===== src/pcstack_pkg.sv =====
// Constants and types shared by the program counter and call stack block
package pcstack_pkg;

   // ************************************************************
   // Register addresses
   // ************************************************************
   localparam int ADDR_W = 13;
   localparam logic [12:0] ADDR_LOWER_BYTE = 13'h0002;
   localparam logic [12:0] ADDR_STATUS = 13'h0003;
   localparam logic [12:0] ADDR_UPPER_LATCH = 13'h000A;
   localparam logic [12:0] ADDR_STACK_FLAGS = 13'h00F0;
   localparam logic [12:0] ADDR_STACK_POINTER = 13'h1FED;
   localparam logic [12:0] ADDR_STACK_TOP_LOWER = 13'h1FEE;
   localparam logic [12:0] ADDR_STACK_TOP_UPPER = 13'h1FEF;

   // ************************************************************
   // Status register fields
   // ************************************************************
   localparam int ST_MSB_SPILL = 0;
   localparam int ST_NIBBLE_SPILL = 1;
   localparam int ST_RESULT_NULL = 2;
   localparam int ST_SLEEP_ENTERED = 3;
   localparam int ST_WATCHDOG_EXPIRY = 4;
   localparam logic [4:0] STATUS_RESET = 5'h18;

   // Stack flag register fields
   localparam int SF_OVERFLOW = 0;
   localparam int SF_UNDERFLOW = 1;

   // ************************************************************
   // Sizes and reset values
   // ************************************************************
   localparam int PC_W = 15;
   localparam int STACK_DEPTH = 16;
   localparam logic [14:0] PC_RESET = 15'h0000;
   localparam logic [14:0] INT_VECTOR = 15'h0004;
   localparam logic [6:0] LATCH_RESET = 7'h00;
   localparam logic [4:0] SP_EMPTY = 5'h1F;
   localparam logic [4:0] SP_TOP = 5'h0F;

   // ************************************************************
   // Operations from the instruction decoder
   // ************************************************************
   typedef enum logic [3:0] {
      OP_HOLD,
      OP_STEP,
      OP_CALL,
      OP_COMPUTED_CALL,
      OP_INT_VECTOR,
      OP_RETURN,
      OP_RETURN_WITH_LITERAL,
      OP_RETURN_FROM_INTERRUPT,
      OP_RELATIVE_JUMP_BY_ACC,
      OP_RELATIVE_JUMP_LITERAL
   } pc_op_t;

   typedef enum logic [1:0] {
      ALU_NONE,
      ALU_ADD,
      ALU_SUB,
      ALU_LOGIC
   } alu_op_t;

endpackage


===== src/pcstack.sv =====
// Program counter, return stack and arithmetic status flags of the core
//
// Summary of operation
// - Status writes cannot change flags the same instruction computes itself.
// - Watchdog expiry and sleep entered status bits are never writable.
// - Subtraction reports carry and digit carry as inverted borrows.
// - Program counter is 15 bits; low byte accessible, upper from latch.
// - Every reset clears the whole program counter.
// - Writing the low byte also loads upper bits from the latch.
// - Call loads operand into bits 10:0 and latch bits 6:3 above.
// - Computed call forms target from latch and accumulator.
// - Jump by accumulator goes to address plus one plus unsigned value.
// - Literal jump goes to address plus one plus signed operand.
// - Return stack holds sixteen 15-bit entries outside memory spaces.
// - Calls and interrupts push; returns pop; latch stays untouched.
// - Without fault reset the stack wraps, overwriting oldest entries.
// - Overflow and underflow flags set in both stack modes.
// - With fault reset enabled, stack overflow or underflow resets device.
// - Software selects an entry by pointer and accesses it as two bytes.
// - Stack pointer is five bits wide to mark the empty stack.
// - Push increments then stores; pop reads then decrements.
// - Result null flag is set exactly when the result is zero.
// - Add and subtract spill flags come from bit 3 and bit 7.
`timescale 1ns/1ns

module pcstack
   import pcstack_pkg::*;
(
   input wire logic ref_clk_i,
   input wire logic arst_n_i,
   input wire logic [12:0] reg_addr_i,
   input wire logic [7:0] reg_wdata_i,
   input wire logic reg_we_i,
   input wire logic reg_re_i,
   output logic [7:0] reg_rdata_o,
   input wire logic op_valid_i,
   input wire pc_op_t op_i,
   input wire logic [10:0] operand_i,
   input wire logic [7:0] acc_i,
   input wire alu_op_t alu_op_i,
   input wire logic [7:0] alu_a_i,
   input wire logic [7:0] alu_b_i,
   input wire logic [7:0] logic_res_i,
   input wire logic clrwdt_i,
   input wire logic sleep_i,
   input wire logic wdt_timeout_i,
   input wire logic stack_fault_reset_en_i,
   output logic [14:0] program_counter_o,
   output logic [6:0] upper_counter_latch_o,
   output logic [4:0] status_o,
   output logic [4:0] stack_pointer_o,
   output logic [7:0] alu_result_o,
   output logic device_reset_o
);

   // ************************************************************
   // State
   // ************************************************************
   typedef struct packed {
      logic [14:0] pc;
      logic [6:0] latch;
      logic [4:0] status;
      logic [4:0] sp;
      logic [15:0][14:0] stk;
      logic ovf;
      logic unf;
      logic [7:0] rdata;
      logic [7:0] alu_res;
      logic fault_rst;
   } state_t;

   state_t q;
   state_t d;

   logic push;
   logic pop;
   logic over;
   logic under;
   logic [4:0] sp_inc;
   logic [4:0] sp_dec;
   logic [14:0] ret_addr;
   logic [7:0] b_eff;
   logic cin;
   logic [8:0] sum;
   logic [4:0] nib;
   logic [7:0] res;

   // ************************************************************
   // Next state
   // ************************************************************
   always_comb begin
      d = q;
      d.rdata = 8'h00;
      d.fault_rst = 1'b0;
      sp_inc = q.sp + 5'h01;
      sp_dec = q.sp - 5'h01;
      ret_addr = q.pc + 15'h0001;
      push = op_valid_i && (op_i == OP_CALL || op_i == OP_COMPUTED_CALL ||
                            op_i == OP_INT_VECTOR);
      pop = op_valid_i && (op_i == OP_RETURN ||
                           op_i == OP_RETURN_WITH_LITERAL ||
                           op_i == OP_RETURN_FROM_INTERRUPT);
      over = push && (q.sp == SP_TOP);
      under = pop && (q.sp == SP_EMPTY);
      cin = (alu_op_i == ALU_SUB);
      b_eff = cin ? ~alu_b_i : alu_b_i;
      sum = {1'b0, alu_a_i} + {1'b0, b_eff} + {8'h00, cin};
      nib = {1'b0, alu_a_i[3:0]} + {1'b0, b_eff[3:0]} + {4'h0, cin};
      res = (alu_op_i == ALU_LOGIC) ? logic_res_i : sum[7:0];

      // Program counter and stack movement
      if (op_valid_i) begin
         case (op_i)
            OP_HOLD: begin
               d.pc = q.pc;
            end
            OP_STEP: begin
               d.pc = ret_addr;
            end
            OP_CALL: begin
               d.pc = {q.latch[6:3], operand_i};
            end
            OP_COMPUTED_CALL: begin
               d.pc = {q.latch, acc_i};
            end
            OP_INT_VECTOR: begin
               d.pc = INT_VECTOR;
            end
            OP_RETURN, OP_RETURN_WITH_LITERAL,
            OP_RETURN_FROM_INTERRUPT: begin
               d.pc = q.stk[q.sp[3:0]];
            end
            OP_RELATIVE_JUMP_BY_ACC: begin
               d.pc = ret_addr + {7'h00, acc_i};
            end
            OP_RELATIVE_JUMP_LITERAL: begin
               d.pc = ret_addr + {{6{operand_i[8]}}, operand_i[8:0]};
            end
            default: begin
               d.pc = q.pc;
            end
         endcase
      end
      if (push) begin
         d.sp = {1'b0, sp_inc[3:0]};
         if (op_i == OP_INT_VECTOR) begin
            d.stk[sp_inc[3:0]] = q.pc;
         end else begin
            d.stk[sp_inc[3:0]] = ret_addr;
         end
      end
      if (pop) begin
         d.sp = under ? {1'b0, sp_dec[3:0]} : sp_dec;
      end

      // Register writes
      if (reg_we_i) begin
         case (reg_addr_i)
            ADDR_LOWER_BYTE: begin
               d.pc = {q.latch, reg_wdata_i};
            end
            ADDR_STATUS: begin
               d.status[ST_RESULT_NULL] = reg_wdata_i[ST_RESULT_NULL];
               d.status[ST_NIBBLE_SPILL] = reg_wdata_i[ST_NIBBLE_SPILL];
               d.status[ST_MSB_SPILL] = reg_wdata_i[ST_MSB_SPILL];
            end
            ADDR_UPPER_LATCH: begin
               d.latch = reg_wdata_i[6:0];
            end
            ADDR_STACK_POINTER: begin
               d.sp = reg_wdata_i[4:0];
            end
            ADDR_STACK_TOP_LOWER: begin
               d.stk[q.sp[3:0]][7:0] = reg_wdata_i;
            end
            ADDR_STACK_TOP_UPPER: begin
               d.stk[q.sp[3:0]][14:8] = reg_wdata_i[6:0];
            end
            ADDR_STACK_FLAGS: begin
               d.ovf = q.ovf & reg_wdata_i[SF_OVERFLOW];
               d.unf = q.unf & reg_wdata_i[SF_UNDERFLOW];
            end
            default: begin
               d.latch = q.latch;
            end
         endcase
      end

      // Flags computed by the operation override any written value
      if (alu_op_i != ALU_NONE) begin
         d.alu_res = res;
         d.status[ST_RESULT_NULL] = (res == 8'h00);
         if (alu_op_i != ALU_LOGIC) begin
            d.status[ST_MSB_SPILL] = sum[8];
            d.status[ST_NIBBLE_SPILL] = nib[4];
         end
      end

      // Power state bits change only by hardware events
      if (clrwdt_i) begin
         d.status[ST_WATCHDOG_EXPIRY] = 1'b1;
         d.status[ST_SLEEP_ENTERED] = 1'b1;
      end else if (sleep_i) begin
         d.status[ST_WATCHDOG_EXPIRY] = 1'b1;
         d.status[ST_SLEEP_ENTERED] = 1'b0;
      end
      if (wdt_timeout_i) begin
         d.status[ST_WATCHDOG_EXPIRY] = 1'b0;
      end

      // Fault flags set after the clear so the set wins
      if (over) begin
         d.ovf = 1'b1;
      end
      if (under) begin
         d.unf = 1'b1;
      end
      if ((over || under) && stack_fault_reset_en_i) begin
         d.pc = PC_RESET;
         d.sp = SP_EMPTY;
         d.fault_rst = 1'b1;
      end

      // Read data appear the cycle after the strobe
      if (reg_re_i) begin
         case (reg_addr_i)
            ADDR_LOWER_BYTE: d.rdata = q.pc[7:0];
            ADDR_STATUS: d.rdata = {3'h0, q.status};
            ADDR_UPPER_LATCH: d.rdata = {1'b0, q.latch};
            ADDR_STACK_POINTER: d.rdata = {3'h0, q.sp};
            ADDR_STACK_TOP_LOWER: d.rdata = q.stk[q.sp[3:0]][7:0];
            ADDR_STACK_TOP_UPPER: d.rdata = {1'b0, q.stk[q.sp[3:0]][14:8]};
            ADDR_STACK_FLAGS: d.rdata = {6'h00, q.unf, q.ovf};
            default: d.rdata = 8'h00;
         endcase
      end
   end

   // ************************************************************
   // Registers
   // ************************************************************
   always_ff @(posedge ref_clk_i or negedge arst_n_i) begin
      if (!arst_n_i) begin
         q.pc <= PC_RESET;
         q.latch <= LATCH_RESET;
         q.status <= STATUS_RESET;
         q.sp <= SP_EMPTY;
         q.stk <= '0;
         q.ovf <= 1'b0;
         q.unf <= 1'b0;
         q.rdata <= 8'h00;
         q.alu_res <= 8'h00;
         q.fault_rst <= 1'b0;
      end else begin
         q <= d;
      end
   end

   assign reg_rdata_o = q.rdata;
   assign program_counter_o = q.pc;
   assign upper_counter_latch_o = q.latch;
   assign status_o = q.status;
   assign stack_pointer_o = q.sp;
   assign alu_result_o = q.alu_res;
   assign device_reset_o = q.fault_rst;
endmodule


===== config.mk =====
export PLATFORM = sky130hd
export DESIGN_NAME = pcstack
export DESIGN_NICKNAME = d
export VERILOG_FILES = /design/src/pcstack_pkg.sv /design/src/pcstack.sv
export SDC_FILE = /design/constraint.sdc
export NUM_CORES = 1
export LEC_CHECK = 0
export BUFFER_PORTS_ARGS = -buffer_cell sky130_fd_sc_hd__buf_4
export CAP_MARGIN = 10
export CORE_MARGIN = 2
export CORE_UTILIZATION = 55
export DETAILED_ROUTE_END_ITERATION = 10
export PLACE_DENSITY = 0.75
export SETUP_SLACK_MARGIN = 0.05
export SYNTH_ARGS = -nofsm -noshare
export SYNTH_HDL_FRONTEND = slang
export SYNTH_SLANG_ARGS = --single-unit

===== constraint.sdc =====
create_clock -name ref_clk_i -period 8.95 [get_ports ref_clk_i]
set_clock_uncertainty 0.2 [all_clocks]
set_input_delay 0.4475 -clock ref_clk_i [delete_from_list [all_inputs] [get_ports ref_clk_i]]
set_output_delay 0.4475 -clock ref_clk_i [all_outputs]
set_load 0.01 [all_outputs]

; After elaboration in Yosys (flattened, before gate mapping)
; Cells that the tools add are included.
[word_totals]
reg_bits = 291
in_bits = 79
out_inout_bits = 49
[op_classes]
n_addsub = 9
n_lt_le_gt_ge = 4
n_eq_ne = 21
n_mux = 40
bitwise_logic = 3
reduce_logical = 27
[op_table]
columns = operator, n
row1 = 240-bit bitwise mux, 4
row2 = 240-bit case mux with 2 select lines, 1
row3 = 250-bit two-way mux, 1
row4 = 245-bit two-way mux, 1
row5 = 240-bit two-way mux, 1
row6 = 15-bit demux with 4-bit select, 3
row7 = 15-bit case mux with 7 select lines, 1
row8 = 15-bit two-way mux, 6
row9 = 15-bit binary-select mux with 4-bit select, 1
row10 = 8-bit case mux with 7 select lines, 1
row11 = "13-bit equality test, second input constant", 3
row12 = 8-bit two-way mux, 4
row13 = "13-bit by 2-bit equality test with 1-bit output, second input constant", 2
row14 = 22-bit two-way mux, 1
row15 = 5-bit two-way mux, 4
row16 = "4-bit by 3-bit equality test with 1-bit output, second input constant", 4
row17 = 2-bit nonzero test, 8
row18 = "15-bit by 1-bit adder with 15-bit output, second input constant", 1
row19 = 15-bit adder, 1
row20 = 15-bit by 8-bit adder with 15-bit output, 1
row21 = "13-bit by 4-bit equality test with 1-bit output, second input constant", 1
row22 = "13-bit by 8-bit equality test with 1-bit output, second input constant", 1
row23 = "4-bit by 5-bit < comparator with 1-bit output, second input constant", 2
row24 = 8-bit by 8-bit adder with 9-bit output, 1
row25 = other kinds (25), 50

; Depth between registers and ports, before layout
; Gate-level depths: netlist (run 1).
[logic_depth]
depth_word = 13
ltp_mapped = 16

; Least setup slack after synthesis (run 1)
; No wires, ideal clock.
[synth_path]
path_kind = input -> register
startpoint = in op_i[1]
endpoint = reg q, in the netlist program_counter_o[13]
arrival_ps = 3476
setup_slack_ps = 5187
cell_stages = 14
path_buffers = 2
path_cell_list = buf_2 and4bb_1 buf_4 mux2_2 ha_1 and2_1 a221oi_1 a21o_1 a311oi_2 maj3_2 a211oi_2 o21a_1 o21ai_1 a211oi_2
[synth_lines]
columns = element, line_no
row1 = start: declaration, pcstack.sv:37  ; input wire pc_op_t op_i,
row2 = end: declaration, pcstack.sv:72  ; state_t q;

==> results.sh, run 1 <==
export IMPL_synth_cell_type_count=79
export IMPL_end_kind="flop"
export IMPL_die_area_um2=34680
export IMPL_synth_async_reset_ratio_pct=100.0
export IMPL_utilization_pct=61.75
export IMPL_drc=0
export IMPL_hold_depth=3
export IMPL_syn_area_per_cell_um2=8.754
export IMPL_setup_viol=0
export IMPL_min_delay_start="logic_res_i[6]"
export IMPL_slew_headroom_pct=18.57
export IMPL_hold_viol=0
export IMPL_rsz0062_at_grt="no"
export IMPL_tns_ps=0
export IMPL_area_delta_synth_final_pct=10.30
export IMPL_nNetsFinal=2174
export IMPL_setup_ws_ps=4531
export IMPL_grt_pass1_wl_um=88870
export IMPL_yosysWarnings=0
export IMPL_crit_required_ps=9090
export IMPL_worstHoldEndpoint="alu_result_o[6]"
export IMPL_clock_sinks=291
export IMPL_post_synth_top_count_cell="nand2_1"
export IMPL_avgRoutedWirePerCell_um=22.33
export IMPL_path_class="reg2reg"
export IMPL_synth_edf_count=0
export IMPL_syn_inst=2086
export IMPL_powerDensity_nw_per_um2=295.8
export IMPL_grt_ovfl_total=0
export IMPL_rrSetupSlack_ps=4530
export IMPL_synth_xor_area_share_pct=2.864
export IMPL_path_clk_slew_ps=60
export IMPL_ys_seq_area_share_pct=39.92
export IMPL_power_leakage_nw=7.953
export IMPL_fin_crit_ps=4419
export IMPL_grt_pass1_vias=15779
export IMPL_syn_num_nets=2192
export IMPL_die_x_um=186.2
export IMPL_hpwlAfterDp_um=39290
export IMPL_finalPower_mw=5.959
export IMPL_worstMarginPinSlew_ps=1218
export IMPL_cts_htree_levels=2
export IMPL_ir_drop_v=0.0001441
export IMPL_fin_crit_sh_pct=49.37
export IMPL_synth_top_area_share_pct=38.92
export IMPL_slew_violations=0
export IMPL_hold_class="in2reg"
export IMPL_synth_area_top_cells="dfrtp_1 (39%), nand2_1 (9.8%), o21ai_0 (9.7%)"
export IMPL_cts_setup_buffers=0
export IMPL_cts_tree="built"
export IMPL_hold_buffers=5
export IMPL_ant_nets=0
export IMPL_io_buffers=127
export IMPL_antennaDiodeCount=0
export IMPL_vias_per_cell=6.458
export IMPL_crit_path_start_kind="flop"
export IMPL_timing_rr_end="q[214]"
export IMPL_io_pin_count=128
export IMPL_antenna_found_initial=0
export IMPL_post_place_ws_ps=4585
export IMPL_synth_largest_area_cell="dfrtp_1"
export IMPL_wl_um=56570
export IMPL_synthFlopType="dfrtp_1"
export IMPL_synth_simple_gate_area_share_pct=15.94
export IMPL_drtIter0Drc=1922
export IMPL_numCtsBuffers=34
export IMPL_cts_buffer_depth=3
export IMPL_muxShareOfSynthArea_pct=13.14
export IMPL_ctsResizeCount=0
export IMPL_cp_arrival_ps=4560
export IMPL_initial_core_util_pct=55.98
export IMPL_drv_cap=0
export IMPL_grt_max_degree=100
export IMPL_synth_seq_cells=291
export IMPL_rr_startpoint="stack_pointer_o[0]"
export IMPL_layout_drive_gt1_share_pct=16.64
export IMPL_syn_cell_area_um2=18260
export IMPL_synth_adder_area_share_pct=1.994
export IMPL_num_rows=66
export IMPL_synth_compound_area_share_pct=19.82
export IMPL_first_pass_iters=6
export IMPL_max_freq_ghz=0.2263
export IMPL_track_usage_pct=33.05
export IMPL_gp_congestion=0.9387
export IMPL_vias=16359
export IMPL_crit_path_max_fanout=40
export IMPL_clock_latency_ps=520
export IMPL_core_area_um2=32620
export IMPL_synth_top_family_by_area="compound AO/OA/AOI/OAI gates"
export IMPL_reg2reg_depth=9
export IMPL_die_y_um=186.2
export IMPL_synthTopCellsByCount="nand2_1 (476), o21ai_0 (354), dfrtp_1 (284), clkbuf_1 (133), o22ai_1 (105)"
export IMPL_root_buffer="clkbuf_16"
export IMPL_status="complete, no violations"
export IMPL_hold_ws_ps=25.21
## layout by cell type (no fill, tap or decap), types with 5 or more instances in the layout
cell type / n
and2_1: 5
dfrtp_1: 284
or3_1: 6
clkbuf_1: 8
a221oi_1: 11
a21oi_1: 48
nor2b_1: 8
nand2b_1: 5
ha_1: 25
nand3_1: 17
mux2i_1: 38
nand3b_1: 6
clkbuf_8: 8
a221o_1: 6
o21ai_0: 354
o22ai_1: 105
mux4_2: 75
nor4_1: 5
mux2_2: 27
clkinv_2: 5
nor2_1: 97
clkbuf_16: 35
xor2_1: 16
o21ai_1: 28
and3_1: 13
dfstp_2: 6
a211oi_1: 6
a21o_1: 8
dlygate4sd3_1: 5
inv_1: 21
nor3_1: 24
buf_4: 162
nand4_1: 9
o211ai_1: 18
xnor2_1: 39
nand2_1: 476
## metal layers
metal	vias to the layer above	part of all wire, %	global-route usage [%]
li1	7352	-	-
met1	7882	40	45.56
met2	984	45	51.18
met3	141	11	6.289
met4	0	4.3	14.90
met5	-	0	0
## how the worst max path moves through the flow
stage / startpoint / to / slack, ps / cells after the start
floorplan: op_i[1] / program_counter_o[13] / 5190 / 14
global placement: op_i[0] / program_counter_o[13] / 4690 / 13
detailed placement: stack_pointer_o[0] / q[49] / 4580 / 10
CTS: stack_pointer_o[0] / q[49] / 4610 / 10
global route: stack_pointer_o[0] / q[50] / 4120 / 11
finish: stack_pointer_o[0] / q[214] / 4530 / 9
## report_power, final
part	switching [mW]	total, mW	internal, mW
Combinational	1.25	2.30	1.05
Sequential	0.451	2.28	1.83
Clock	0.562	1.37	0.813
Total	2.26	5.96	3.69
## critical path: stages, from the launching register on
cell and delay [ps]:
dfstp_4 980, buf_4 740, nand2_1 150, xnor2_1 220, o22ai_1 340, nand2_1 320
nor2_1 670, buf_4 300, mux2i_1 190, o21ai_0 100
## state kept, by name (all words and copies together), names as in the netlist
signal	flops
q	242
program_counter_o	15
alu_result_o	8
reg_rdata_o	8
upper_counter_latch_o	7
stack_pointer_o	5
status_o	5
device_reset_o	1
## kinds of logic after synthesis
group,count (synthesis)
adder cells (fa/ha/maj),28
flip-flops,291
XOR/XNOR,58
buffers and inverters,246
multiplexers,142
AND/OR/NAND/NOR,691
AO/OA/AOI/OAI,630
## per-stage QoR
stage | area, um^2 | cells
finish | 20140 | 2533
detailed placement | 18990 | 2467
global route | 20140 | 2533
floorplan | 18260 | 2086
CTS | 20130 | 2531
global placement | 18990 | 2467
## final cells by class
cell class,instances,area (um^2)
sequential,291,7295
tap,442,553.0
clock inverter,8,72.57
inverter,22,82.58
fill,2694,12480
timing repair buffer,170,1294
clock buffer,51,1016
multi-input combinational,1549,9829
Power figures use the tool's default switching activity.
==> run 2, diff against run 1 <==
--- a/config.mk
+++ b/config.mk
@@ -10,7 +10,7 @@
 export CORE_MARGIN = 2
 export CORE_UTILIZATION = 55
 export DETAILED_ROUTE_END_ITERATION = 10
-export PLACE_DENSITY = 0.75
+export PLACE_DENSITY = 0.78
 export SETUP_SLACK_MARGIN = 0.05
 export SYNTH_ARGS = -nofsm -noshare
 export SYNTH_HDL_FRONTEND = slang
==> constraint.sdc (replaced) <==
create_clock -name ref_clk_i -period 3.55 [get_ports ref_clk_i]
set_clock_uncertainty 0.2 [all_clocks]
set_input_delay 0.1775 -clock ref_clk_i [delete_from_list [all_inputs] [get_ports ref_clk_i]]
set_output_delay 0.1775 -clock ref_clk_i [all_outputs]
set_load 0.01 [all_outputs]
==> run 2 against run 1 <==
Global-route usage is 0.85 points higher. Count of clock-buffer cells in the layout is 5 lower. Register-to-register slack worse by 4400 ps. Routed wire length is 3.4% higher. Via count is 3.8% higher. First-iteration DRC count is 12% lower. Die area stayed put. Sequential cell count stayed put. Core utilization is 4.1 points higher. Power grew to 2.6 times the previous value. Worst hold slack better by 22 ps. Non-clock buffer count is 146 higher. Critical endpoint is now q[109]. Largest cell class unchanged.
==> results.sh, run 2 (synthesis gave the netlist of run 1 again) <==
export IMPL_status="complete, no violations"
export IMPL_ant_nets=0
export IMPL_grt_pass1_vias=16844
export IMPL_drv_cap=0
export IMPL_clock_sinks=291
export IMPL_p_switching_mw=5.744
export IMPL_end_kind="flop"
export IMPL_path_cells="buf_12, nand2_1, xnor2_1, nand3b_1, o21ai_0, nand2_1, nor2_1, buf_4, mux2i_1, o21ai_0"
export IMPL_cts_htree_levels=1
export IMPL_hpwlAfterDp_um=41550
export IMPL_regMostFlops="q"
export IMPL_setup_viol=0
export IMPL_hold_class="in2reg"
export IMPL_cp_arrival_ps=3640
export IMPL_path_class="reg2reg"
export IMPL_num_rows=66
export IMPL_gp_congestion=0.9750
export IMPL_die_y_um=186.2
export IMPL_nNetsFinal=2317
export IMPL_utilization_pct=65.90
export IMPL_post_place_ws_ps=-10.83
export IMPL_clock_latency_ps=590
export IMPL_crit_path_start_kind="flop"
export IMPL_layout_common_cells="nand2_1 (475), o21ai_0 (354), dfrtp_1 (282)"
export IMPL_crit_path_max_fanout=22
export IMPL_cts_tree="built"
export IMPL_layout_commonest_cell="nand2_1"
export IMPL_antenna_found_initial=1
export IMPL_slew_violations=0
export IMPL_crit_path_max_incr_delay_ps=790
export IMPL_fin_crit_ps=3388
export IMPL_p_int_mw=9.558
export IMPL_core_area_um2=32620
export IMPL_fin_crit_sh_pct=95.43
export IMPL_root_buffer="clkbuf_16"
export IMPL_powerDensity_nw_per_um2=711.9
export IMPL_grt_pass1_wl_um=91630
export IMPL_pwr_share_seq_pct=36.1
export IMPL_io_pin_count=128
export IMPL_cts_buffer_depth=3
export IMPL_track_usage_pct=33.90
export IMPL_die_area_um2=34680
export IMPL_design_area_um2=21490
export IMPL_hold_viol=0
export IMPL_max_freq_ghz=0.2952
export IMPL_initial_core_util_pct=55.98
export IMPL_slew_headroom_pct=42.17
export IMPL_largest_reg_flops=242
export IMPL_cp_top_family="flip-flops"
export IMPL_grt_ovfl_total=0
export IMPL_ir_drop_v=0.0004712
export IMPL_grt_max_degree=109
export IMPL_numCtsBuffers=31
export IMPL_avgRoutedWirePerCell_um=21.84
export IMPL_worstPathBufferInverterCount=2
export IMPL_power_leakage_nw=8.682
export IMPL_layout_drive_gt1_share_pct=20.89
export IMPL_rsz0062_at_grt="yes"
export IMPL_slowest_stage="dfstp_4"
export IMPL_die_x_um=186.2
export IMPL_p_clk_share_pct=21.7
export IMPL_crit_required_ps=3800
export IMPL_wl_um=58470
export IMPL_worstMarginPinSlew_ps=863.2
export IMPL_first_pass_iters=8
export IMPL_path_clk_slew_ps=60
export IMPL_antennaDiodeCount=0
export IMPL_area_delta_synth_final_pct=17.70
export IMPL_vias=16986
export IMPL_setup_ws_ps=162.4
export IMPL_vias_per_cell=6.345
export IMPL_placed_area_um2=19850
export IMPL_p_comb_share_pct=42.1
export IMPL_drc=0
export IMPL_drtIter0Drc=1691
export IMPL_tns_ps=0
export IMPL_hold_ws_ps=46.86
export IMPL_io_buffers=127
export IMPL_swShare_pct=37.54
==> run 2: cell types whose count changed in the layout (fill, tap and decap cells not counted), sizes merged <==
cell | before | now
buf | 164 | 266
clkbuf | 52 | 46
dlygate4sd3 | 5 | 50
clkinv | 6 | 9
==> run 2: power by group through the flow <==
stage          Sequential (mW)  Clock, mW  Combinational (mW)
2_1_floorplan             5.09          0                4.37
3_3_place_gp              5.42          0                5.95
3_5_place_dp              5.49          0                6.14
4_1_cts                   5.47       3.34                6.25
5_1_grt                   5.64       3.49                6.89
6_report                  5.53       3.33                6.45
==> run 2: worst paths after layout <==
check / startpoint / to / slack [ps] / cells past startpoint
max: stack_pointer_o[0] / q[109] / 160 / 10
min: reg_addr_i[12] / reg_rdata_o[1] / 50 / 6
max reg2reg: stack_pointer_o[0] / q[109] / 160 / 10
min reg2reg: q[105] / q[105] / 350 / 2
max in group asynchronous: arst_n_i / reg_rdata_o[5] / 2140 / 3
min in group asynchronous: arst_n_i / q[127] / 70 / 2
==> run 2: stage by stage <==
step,total power [mW],std cells
2_1_floorplan,9.464,2086
3_3_place_gp,11.37,2568
3_5_place_dp,11.64,2568
4_1_cts,15.06,2675
5_1_grt,16.03,2677
6_report,15.30,2677
==> run 2: area by class of cell <==
cell class / count / area (um^2)
Sequential cell: 291 / 7297
Timing Repair Buffer: 316 / 2609
Clock buffer: 46 / 952.2
Clock inverter: 11 / 98.84
Tap cell: 442 / 553.0
Inverter: 22 / 82.58
Fill cell: 2573 / 11120
Multi-Input combinational cell: 1549 / 9902
==> run 2: layer usage <==
| layer | wire length (um) | global-route usage (%) |
|---|---|---|
| met5 | 27 | 0 |
| met4 | 2980 | 16.98 |
| met3 | 5117 | 5.549 |
| met2 | 27950 | 56.31 |
| met1 | 22400 | 43.33 |
==> run 2: worst min-delay path: stages <==
cell,delay [ps]
buf_4,90
nor2_1,40
nand2_1,110
nor3_2,90
a21oi_1,160
a31oi_1,100
==> run 2: what timing repair did <==
item                                   CTS  global route
hold buffers                            50             0
setup buffers                            0             2
gates resized for setup                  0            18
setup endpoints to repair                0            24
endpoints found under the hold margin  376             0
